## config.mk

```make
export PLATFORM = sky130hd
export DESIGN_NAME = swh_top
export DESIGN_NICKNAME = d
export VERILOG_FILES = /design/src/verilog/swh_sync.v /design/src/verilog/swh_top.v
export VERILOG_INCLUDE_DIRS = /design/src /design/src/verilog
export SDC_FILE = /design/constraint.sdc
export NUM_CORES = 1
export LEC_CHECK = 0
export BUFFER_PORTS_ARGS = -buffer_cell sky130_fd_sc_hd__buf_2
export CAP_MARGIN = 10
export CORE_ASPECT_RATIO = 0.6
export CORE_MARGIN = 2
export CORE_UTILIZATION = 35
export DETAILED_ROUTE_END_ITERATION = 8
export SYNTH_ARGS = -nofsm -noshare
export SYNTH_HDL_FRONTEND = slang
export SYNTH_SLANG_ARGS = --single-unit
```

## constraint.sdc

```tcl
create_clock -name mclk -period 2.9 [get_ports mclk]
set_input_delay 0.29 -clock mclk [delete_from_list [all_inputs] [get_ports mclk]]
set_output_delay 0.29 -clock mclk [all_outputs]
set_load 0.005 [all_outputs]
```

## src/verilog/swh_defines.vh

```
// timing constants of the slot handshake block
`ifndef SWH_DEFINES_VH
`define SWH_DEFINES_VH

`define SWH_CLK_MHZ        250
`define SWH_CNT_W          20

// normal speed, in microseconds
`define SWH_T_SLOT_US      60
`define SWH_T_SAMPLE_US    8
`define SWH_T_BITLOW_US    1
`define SWH_T_RSTLOW_US    480
`define SWH_T_PRES_US      550
`define SWH_T_RSTBUSY_US   960
`define SWH_T_BSY2_US      2

// overdrive speed, in microseconds
`define SWH_T_OD_SLOT_US   6
`define SWH_T_OD_SAMPLE_US 2
`define SWH_T_OD_RSTLOW_US 48
`define SWH_T_OD_PRES_US   56
`define SWH_T_OD_RSTBUSY_US 96

// cycle counts, all least times, exact at integer MHz
`define SWH_CYC(us)        ((us) * `SWH_CLK_MHZ)

// one-hot states
`define SWH_S_IDLE         4'h1
`define SWH_S_LOW          4'h2
`define SWH_S_REL          4'h4
`define SWH_S_DONE         4'h8

`endif

```

## src/verilog/swh_sync.v

```verilog
// two flip-flop synchroniser for a group of pin inputs
`timescale 1ns/1ps
module swh_sync
#(
    parameter W = 1,
    parameter [W-1:0] INIT = {W{1'b1}}
)
(
    input  wire         mclk,
    input  wire         srst,
    input  wire [W-1:0] din,
    output reg  [W-1:0] dout
);

    reg [W-1:0] meta_q;

    always @(posedge mclk)
    begin
        if (srst)
        begin
            meta_q <= INIT;
            dout   <= INIT;
        end
        else
        begin
            meta_q <= din;
            dout   <= meta_q;
        end
    end

endmodule

```

## src/verilog/swh_top.v

```verilog
// slot handshake and bus timing of the single-wire slot generator
// Behaviour
// host pulls slot_enable_n low to start every slot or bus reset.
// out1_busy1_n low while slot runs, then follows chain_in1.
// out2_busy2_n low while slot runs, then follows chain_in2.
// after slot, strobe low drives out1 low if sampled bus was low.
// after slot, strobe low drives out2 low if sampled bus was low.
// slot_enable_n high makes out1 follow chain_in1 again.
// slot_enable_n high makes out2 follow chain_in2 again.
// host sets data_strobe to choose slot kind before the slot.
// host pulls data_strobe low after the slot to ask the result.
// host holds reset_request_n low before enable to ask a bus reset.
// when not last in chain, enable_chain_out follows slot_enable_n.
// bus line is open drain: only pulled low or released.
// bus reset holds the line low at least 480 us, then releases; in overdrive the code holds it low only 48 us (OD_RSTLOW_CYC).
// reset keeps both outputs busy at least 960 us from first fall; out2 goes busy only BSY2_CYC after it; in overdrive the code keeps them busy 96 us.
// every slot samples at a fixed point; busy lasts at least 60 us; in overdrive the code keeps a slot busy only 6 us (OD_SLOT_CYC).
// enable with strobe and reset request low toggles overdrive only.
// host pins pass synchronisers; enable falling edge acts once.
`timescale 1ns/1ps
`include "swh_defines.vh"
module swh_top
#(
    parameter [`SWH_CNT_W-1:0] SLOT_CYC       = `SWH_CYC(`SWH_T_SLOT_US),
    parameter [`SWH_CNT_W-1:0] SAMPLE_CYC     = `SWH_CYC(`SWH_T_SAMPLE_US),
    parameter [`SWH_CNT_W-1:0] BITLOW_CYC     = `SWH_CYC(`SWH_T_BITLOW_US),
    parameter [`SWH_CNT_W-1:0] RSTLOW_CYC     = `SWH_CYC(`SWH_T_RSTLOW_US),
    parameter [`SWH_CNT_W-1:0] PRES_CYC       = `SWH_CYC(`SWH_T_PRES_US),
    parameter [`SWH_CNT_W-1:0] RSTBUSY_CYC    = `SWH_CYC(`SWH_T_RSTBUSY_US),
    parameter [`SWH_CNT_W-1:0] BSY2_CYC       = `SWH_CYC(`SWH_T_BSY2_US),
    parameter [`SWH_CNT_W-1:0] OD_SLOT_CYC    = `SWH_CYC(`SWH_T_OD_SLOT_US),
    parameter [`SWH_CNT_W-1:0] OD_SAMPLE_CYC  = `SWH_CYC(`SWH_T_OD_SAMPLE_US),
    parameter [`SWH_CNT_W-1:0] OD_RSTLOW_CYC  = `SWH_CYC(`SWH_T_OD_RSTLOW_US),
    parameter [`SWH_CNT_W-1:0] OD_PRES_CYC    = `SWH_CYC(`SWH_T_OD_PRES_US),
    parameter [`SWH_CNT_W-1:0] OD_RSTBUSY_CYC = `SWH_CYC(`SWH_T_OD_RSTBUSY_US)
)
(
    input  wire mclk,
    input  wire srst,
    input  wire slot_enable_n,
    input  wire data_strobe,
    input  wire reset_request_n,
    input  wire chain_in1,
    input  wire chain_in2,
    input  wire bus_in,
    output reg  bus_out,
    output reg  bus_oe,
    output reg  out1_busy1_n,
    output reg  out2_busy2_n,
    output reg  enable_chain_out,
    output reg  overdrive_flag
);

    wire [5:0] sync_w;
    wire       en_s;
    wire       ds_s;
    wire       rr_s;
    wire       c1_s;
    wire       c2_s;
    wire       bus_s;

    swh_sync #(.W(6), .INIT(6'h3f)) u_sync
    (
        .mclk (mclk),
        .srst (srst),
        .din  ({slot_enable_n, data_strobe, reset_request_n, chain_in1, chain_in2, bus_in}),
        .dout (sync_w)
    );

    assign en_s  = sync_w[5];
    assign ds_s  = sync_w[4];
    assign rr_s  = sync_w[3];
    assign c1_s  = sync_w[2];
    assign c2_s  = sync_w[1];
    assign bus_s = sync_w[0];

    reg [3:0]            state_q;
    reg [`SWH_CNT_W-1:0] cnt_q;
    reg                  en_prev_q;
    reg                  is_rst_q;
    reg                  is_zero_q;
    reg                  hold_low_q;
    reg                  report_q;
    reg                  down_seen_q;
    reg                  last_q;

    // bit slots of kind one release early so the far device can answer
    wire                  en_fall = en_prev_q & ~en_s;
    wire [`SWH_CNT_W-1:0] low_len;
    wire [`SWH_CNT_W-1:0] busy_len;
    wire [`SWH_CNT_W-1:0] samp_at;

    assign low_len  = is_rst_q  ? (overdrive_flag ? OD_RSTLOW_CYC : RSTLOW_CYC) :
                      is_zero_q ? (overdrive_flag ? OD_SLOT_CYC : SLOT_CYC) : BITLOW_CYC;
    assign busy_len = is_rst_q  ? (overdrive_flag ? OD_RSTBUSY_CYC : RSTBUSY_CYC) :
                      (overdrive_flag ? OD_SLOT_CYC : SLOT_CYC);
    assign samp_at  = is_rst_q  ? (overdrive_flag ? OD_PRES_CYC : PRES_CYC) :
                      (overdrive_flag ? OD_SAMPLE_CYC : SAMPLE_CYC);

    // the last device in the chain ignores its chain inputs while enabled
    wire pass1 = (last_q & ~en_s) ? 1'b1 : c1_s;
    wire pass2 = (last_q & ~en_s) ? 1'b1 : c2_s;
    wire busy  = (state_q == `SWH_S_LOW) | (state_q == `SWH_S_REL);

    reg out1_d;
    reg out2_d;

    always @*
    begin
        out1_d = pass1;
        out2_d = pass2;
        if (busy)
        begin
            out1_d = 1'b0;
            // reset busy keeps the second output up for a short while
            if (is_rst_q && cnt_q < BSY2_CYC)
                out2_d = pass2;
            else
                out2_d = 1'b0;
        end
        else if (state_q == `SWH_S_DONE && report_q && hold_low_q)
        begin
            out1_d = 1'b0;
            out2_d = 1'b0;
        end
    end

    always @(posedge mclk)
    begin
        if (srst)
        begin
            state_q          <= `SWH_S_IDLE;
            cnt_q            <= {`SWH_CNT_W{1'b0}};
            en_prev_q        <= 1'b1;
            is_rst_q         <= 1'b0;
            is_zero_q        <= 1'b0;
            hold_low_q       <= 1'b0;
            report_q         <= 1'b0;
            down_seen_q      <= 1'b0;
            last_q           <= 1'b0;
            bus_out          <= 1'b0;
            bus_oe           <= 1'b0;
            out1_busy1_n     <= 1'b1;
            out2_busy2_n     <= 1'b1;
            enable_chain_out <= 1'b1;
            overdrive_flag   <= 1'b0;
        end
        else
        begin
            en_prev_q        <= en_s;
            bus_out          <= 1'b0;
            out1_busy1_n     <= out1_d;
            out2_busy2_n     <= out2_d;
            enable_chain_out <= last_q ? 1'b1 : en_s;
            case (state_q)
                `SWH_S_IDLE:
                begin
                    cnt_q <= {`SWH_CNT_W{1'b0}};
                    if (en_fall)
                    begin
                        is_rst_q  <= ~rr_s;
                        is_zero_q <= ~ds_s;
                        if (~ds_s && ~rr_s)
                        begin
                            // result reads low when overdrive has just been turned off
                            overdrive_flag <= ~overdrive_flag;
                            hold_low_q     <= overdrive_flag;
                            report_q       <= 1'b1;
                            state_q        <= `SWH_S_DONE;
                        end
                        else
                        begin
                            bus_oe      <= 1'b1;
                            down_seen_q <= 1'b0;
                            report_q    <= 1'b0;
                            hold_low_q  <= 1'b0;
                            state_q     <= `SWH_S_LOW;
                        end
                    end
                end
                `SWH_S_LOW:
                begin
                    cnt_q <= cnt_q + 1'b1;
                    if (cnt_q == samp_at)
                        hold_low_q <= ~bus_s;
                    if (is_rst_q && ~c1_s)
                        down_seen_q <= 1'b1;
                    if (cnt_q >= low_len - 1'b1)
                    begin
                        bus_oe  <= 1'b0;
                        state_q <= `SWH_S_REL;
                    end
                end
                `SWH_S_REL:
                begin
                    cnt_q <= cnt_q + 1'b1;
                    if (cnt_q == samp_at)
                        hold_low_q <= ~bus_s;
                    if (is_rst_q && ~c1_s)
                        down_seen_q <= 1'b1;
                    if (cnt_q >= busy_len - 1'b1)
                    begin
                        // no busy seen from behind during reset means we end the chain
                        if (is_rst_q)
                            last_q <= ~down_seen_q;
                        state_q <= `SWH_S_DONE;
                    end
                end
                `SWH_S_DONE:
                begin
                    if (en_s)
                    begin
                        report_q <= 1'b0;
                        state_q  <= `SWH_S_IDLE;
                    end
                    else if (~ds_s)
                        report_q <= 1'b1;
                end
                default:
                begin
                    bus_oe  <= 1'b0;
                    state_q <= `SWH_S_IDLE;
                end
            endcase
        end
    end

endmodule
```

After elaboration in Yosys (flattened, before gate mapping)
Cells that the tools add are included.
{"block": "word_totals", "input_bits": 8, "output_inout_bits": 6, "elab_cells": 104, "ff_bits": 48}
{"block": "classes", "eq_ne": 13, "muxes": 40, "n_lt_le_gt_ge": 3, "addsub": 3, "bitwise": 11, "reduce_logical": 18}
{"operator": "2-to-1 mux 18 bit", "count": 4}
{"operator": "greater-or-equal comparator 20 bit", "count": 2}
{"operator": "2-to-1 mux 20 bit", "count": 2}
{"operator": "one-hot mux 20 bit (2 select lines)", "count": 1}
{"operator": "adder 20 x 1 -> 20 bit (second input constant)", "count": 1}
{"operator": "equality test 20 x 18 -> 1 bit", "count": 1}
{"operator": "less-than comparator 20 x 9 -> 1 bit (second input constant)", "count": 1}
{"operator": "2-to-1 mux 1 bit", "count": 20}
{"operator": "2-to-1 mux 4 bit", "count": 5}
{"operator": "subtractor 20 x 1 -> 20 bit (second input constant)", "count": 1}
{"operator": "subtractor 18 x 1 -> 19 bit (second input constant)", "count": 1}
{"operator": "2-to-1 mux 17 bit", "count": 1}
{"operator": "one-hot mux 4 bit (4 select lines)", "count": 1}
{"operator": "2-to-1 mux 14 bit", "count": 1}
{"operator": "AND reduction 3 bit", "count": 4}
{"operator": "AND reduction 4 bit", "count": 3}
{"operator": "2-to-1 mux 11 bit", "count": 1}
{"operator": "inequality test 2 x 1 -> 1 bit (second input constant)", "count": 5}
{"operator": "NOT 1 bit", "count": 8}
{"operator": "one-hot mux 1 bit (2 select lines)", "count": 3}
{"operator": "OR reduction 2 bit", "count": 3}
{"operator": "logical AND 1 bit", "count": 5}
{"operator": "equality test 4 x 1 -> 1 bit (second input constant)", "count": 1}
{"operator": "equality test 4 x 2 -> 1 bit (second input constant)", "count": 1}
{"operator": "other kinds (9)", "count": 12}

Logic depth before layout (Yosys ltp)
{"block": "logic_depth", "ltp_word": 7, "depth_mapped": 11}

Modules after synthesis
Synthesis repeated with hierarchy kept, for this count alone.
{"block": "hier_totals", "hier_cells": 374, "area_unflattened_um2": 3040.4}
{"mod": "swh_top", "area_per_inst_um2": 2720.1, "cells_per_inst": 349, "instances": 1, "seq_area_each_um2": 720.7}
{"mod": "swh_sync", "area_per_inst_um2": 320.3, "cells_per_inst": 25, "instances": 1, "seq_area_each_um2": 240.2}

Least setup slack after synthesis
No wires, ideal clock.
{"block": "synth_timing", "path_type": "reg-to-reg", "startpoint": "reg is_rst_q", "endpoint": "reg last_q", "slack_ns": 0.245, "arrival_ns": 2.534, "stages_incl_launch_ff": 11, "n_path_buf": 1, "period_less_slack_ns": 2.655, "path_cell_list": "dfxtp_1 > clkbuf_1 > inv_1 > ha_1 > nand2b_1 > ha_1 > nand2_1 > a2111oi_0 > o31ai_1 > a31oi_1 > mux2_2"}
{"block": "synth_between", "elab_chain_cells": 4}
{"element": "start, declared", "line_no": "swh_top.v:80", "source": "reg is_rst_q;"}
{"element": "start signal, assigned", "line_no": "swh_top.v:161", "source": "is_rst_q <= ~rr_s;"}
{"element": "2-to-1 mux 18 bit", "line_no": "swh_top.v:95", "source": "assign busy_len = is_rst_q ? (overdrive_flag ? OD_RSTBUSY_CYC : RSTBUSY_CYC) :"}
{"element": "subtractor 18 x 1 -> 19 bit", "line_no": "swh_top.v:201", "source": "if (cnt_q >= busy_len - 1'b1)"}
{"element": "greater-or-equal comparator 20 bit", "line_no": "swh_top.v:201"}
{"element": "AND reduction 3 bit (no line) (*)"}
{"element": "end signal, assigned", "line_no": "swh_top.v:205", "source": "last_q <= ~down_seen_q;"}
{"element": "end, declared", "line_no": "swh_top.v:85", "source": "reg last_q;"}
Every way passes the cells marked *; elsewhere a longest branch is shown, timed or not.
A chain may end at the register's enable or synchronous reset.

Worst setup path after layout
{"block": "layout_timing", "startpoint": "reg overdrive_flag", "endpoint": "reg hold_low_q"}
{"block": "layout_between", "elab_chain_cells": 5}
{"element": "start, declared", "line_no": "swh_top.v:51", "source": "output reg overdrive_flag"}
{"element": "start signal, assigned", "line_no": "swh_top.v:166", "source": "overdrive_flag <= ~overdrive_flag;"}
{"element": "2-to-1 mux 11 bit or 2-to-1 mux 18 bit (tied branches)", "line_no": "swh_top.v:98, swh_top.v:97"}
{"element": "2-to-1 mux 18 bit", "line_no": "swh_top.v:97", "source": "assign samp_at = is_rst_q ? (overdrive_flag ? OD_PRES_CYC : PRES_CYC) :"}
{"element": "equality test 20 x 18 -> 1 bit", "line_no": "swh_top.v:184, swh_top.v:197"}
{"element": "inequality test 2 x 1 -> 1 bit (no line)"}
{"element": "AND reduction 3 bit (no line)"}
{"element": "end signal, assigned", "line_no": "swh_top.v:167", "source": "hold_low_q <= overdrive_flag;"}
{"element": "end signal, assigned", "line_no": "swh_top.v:185", "source": "hold_low_q <= ~bus_s;"}
{"element": "end signal, assigned", "line_no": "swh_top.v:198", "source": "hold_low_q <= ~bus_s;"}
{"element": "end, declared", "line_no": "swh_top.v:82", "source": "reg hold_low_q;"}
Several ways; a longest one is shown, not always the timed one. The select of a mux whose other input is x is not followed.

==> flow_summary.ini <==
[outcome]
status = finished clean

[floorplan]
pin_count = 14
fp.dieW_um = 124.8
placementRows = 26
die_h_um = 76.51
die_area_mm2 = 0.009551
initial_core_util = 0.3598
core_mm2 = 0.008523

[placed_design]
hpwl_um = 6292
place_area_mm2 = 0.003249
portBuffers = 12
pre_cts_ws_ns = 0.08262
gp_congestion = 0.9493
dp.cells = 486

[logic_synthesis]
yosysWarningCount = 0
synth_area_per_cell_um2 = 8.288
synth-async-reset-ratio = 0
yosysUniqueCellTypes = 52
synth-seq-cells = 48
ys_seq_area_frac = 0.3133
syn_area_mm2 = 0.003067
synth_edf_count = 0
syn_inst = 370
synthFlopType = dfxtp_1

[cts]
cts_buffers = 5
root_buffer = clkbuf_16
cts_sinks = 48
clk_path_buf_depth = 2
cts_setup_buffers = 0
clkTransAtPathRegs_ns = 0.07
clock_latency_ns = 0.30
cts_tree = yes
h-tree-depth = 2

[detailed_routing]
drt-vias-per-instance = 5.609
dr.pass1.iters = 5
via_count = 2771
drt_iter0_markers = 206
drc_errors = 0
drt-total-wl_um = 8329
routedWlPerCell_um = 16.86
ant_nets = 0

[global_routing]
grt_pass1_wl_um = 13770
grtUsageMet3 = 0.04916
use_met1 = 0.2778
met2_usage = 0.2459
gr-max-usage-layer = met1
antenna_found_initial = 0
track_usage = 0.1799
grt_max_degree = 49
grt_pass1_vias = 2627
grt_overflow = 0

[worst_setup_path]
worstSetupStartpointType = register
path_cells = inv_1 -> ha_1 -> inv_1 -> ha_1 -> nor3b_2 -> nand4_1 -> or4_1 -> a211oi_1 -> a311oi_1
worst-endpoint-arrival_ns = 2.85
cp_data_required_time_ns = 3.04
crit_path_top_delay_cell = or4_1
worst_setup_path_end_kind = register
worst_path_largest_cell_delay_ns = 0.56
cp_max_fo = 6
crit_type = reg -> reg

[finish]
nNetsFinal = 426
fin_area_mm2 = 0.003451
syn_to_final_growth_pct = 12.53
diodes = 0
drive_above_1_share = 0.1387
layout.cells.non_filler = 494

[timing]
finalCriticalPeriod_ns = 2.709
worst_slew_pin_slew_ns = 0.8567
hold_viol = 0
rsz0062_at_grt = no
maxClockFrequency_ghz = 0.3691
worst_slack_ns = 0.1906
tns_ns = 0
period_share = 0.9343
finalSetupViolCount = 0
drv_slew = 0
relSlewSlack = 0.4289
finClkSkew_ns = 0.009605

[power_and_ir_drop]
power.total_mw = 1.596
ir_worst_vdd_v = 0.0003307
power_density_mw_per_mm2 = 462.6
leakage_nw = 1.367

[flow_run]
max_cap_violations = 0

[worst_hold_path]
hold_path_class = in -> reg
per-layer routing:
metal  share of wire  routed length, um  up-vias
met4          0.0098                 82        0
li1                -                  -     1377
met5               0                  0        -
met1            0.54               4479     1314
met3           0.068                566       10
met2            0.38               3200       70
cell usage in the layout, fill, tap and decap left out, types with 3 or more instances in the layout:
master | netlist | layout
a21oi_1 | 30 | 30
xor2_1 | 3 | 3
mux2_2 | 6 | 6
ha_1 | 37 | 37
o31ai_1 | 3 | 3
or4_1 | 8 | 8
nor4b_1 | 3 | 3
or3_1 | 6 | 6
o311ai_0 | 4 | 4
buf_4 | 3 | 7
nor2_1 | 29 | 29
and3_1 | 3 | 3
inv_1 | 13 | 13
nand2b_1 | 4 | 4
nand2_1 | 30 | 30
nor4_1 | 6 | 6
o211ai_1 | 3 | 3
xnor2_1 | 3 | 3
nand4_1 | 7 | 7
a211oi_1 | 6 | 6
conb_1 | 1 | 3
nor2b_1 | 4 | 4
a21o_1 | 3 | 3
a31oi_1 | 4 | 4
nor3_1 | 10 | 10
or2_2 | 16 | 16
buf_2 | 1 | 12
clkbuf_16 | 0 | 5
dfxtp_1 | 48 | 47
nand3_1 | 19 | 19
o21ai_0 | 14 | 14
sequential cells by signal (all words and copies together), names as in the netlist, 4 cells and up:
signal         cells
state_q            4
cnt_q             20
u_sync.meta_q      6
u_sync.dout        6
synthesized netlist by cell type (4+ instances only):
cell type,count,area (um^2)
nand3_1,19,95.09
o311ai_0,4,35.03
inv_1,13,48.80
or2_2,16,100.1
ha_1,37,462.9
or4_1,8,60.06
a21oi_1,30,150.1
nand4_1,7,43.79
or3_1,6,37.54
nor3_1,10,50.05
o21ai_0,14,70.07
a31oi_1,4,25.02
nand2_1,30,112.6
clkbuf_1,12,45.04
mux2_2,6,67.56
nor2b_1,4,25.02
a211oi_1,6,45.04
nor4_1,6,37.54
dfxtp_1,48,960.9
nor2_1,29,108.9
nand2b_1,4,25.02
layout make-up:
class,instances,area (um^2)
Clock buffer,5,125.1
Clock inverter,3,68.82
Fill cell,872,5072
Inverter,13,48.80
Multi-Input combinational cell,294,1993
Sequential cell,48,962.2
Tap cell,112,140.1
Timing Repair Buffer,19,112.6
timing repair:
item / in CTS / in global routing
gates resized for setup: 0 / 3
hold buffers: 0 / 0
endpoints found under the setup margin: 0 / 5
power breakdown:
group          internal (mW)  total (mW)  switching [mW]
logic                 0.0528       0.135          0.0824
clock network          0.498       0.775           0.277
registers              0.675       0.686          0.0114
critical path, delay by kind of cell, from the launching register on:
kind	cells	cell delay, ns
AND/OR/NAND/NOR	3	0.92
adder cells (fa/ha/maj)	2	0.62
AO/OA/AOI/OAI	2	0.36
buffers and inverters	2	0.34
flip-flops	1	0.31
path summary, 6_finish.rpt:
path                                                  start                           to  slack [ns]  cells past startpoint
worst max-delay path            overdrive_flag$_SDFFE_PP0P_      hold_low_q$_SDFFE_PP0P_        0.19                      9
worst min-delay path                        reset_request_n  u_sync.meta_q[3]$_SDFF_PP1_        0.17                      2
worst max register to register  overdrive_flag$_SDFFE_PP0P_      hold_low_q$_SDFFE_PP0P_        0.19                      9
worst min register to register  u_sync.meta_q[2]$_SDFF_PP1_    u_sync.dout[2]$_SDFF_PP1_        0.41                      1
stage by stage:
stage          utilization  hold WS, ns
3_3_place_gp        0.3812       0.3912
2_1_floorplan            -       0.3895
6_report            0.4049       0.1691
5_1_grt             0.4049       0.1696
4_1_cts             0.4040       0.1664
3_5_place_dp        0.3812       0.3934
cells by family (layout without fill, tap and decap cells):
kind of cell,after synthesis,after routing,synth area share
flops,48,48,0.3133
other cells,1,3,0.001223
xor+xnor,6,6,0.01714
fa+ha+maj,37,37,0.1510
mux,7,7,0.02570
simple gates,159,159,0.2799
buf+inv,30,40,0.04120
compound gates,82,82,0.1705
No activity file was read; power rests on OpenSTA's default activity.
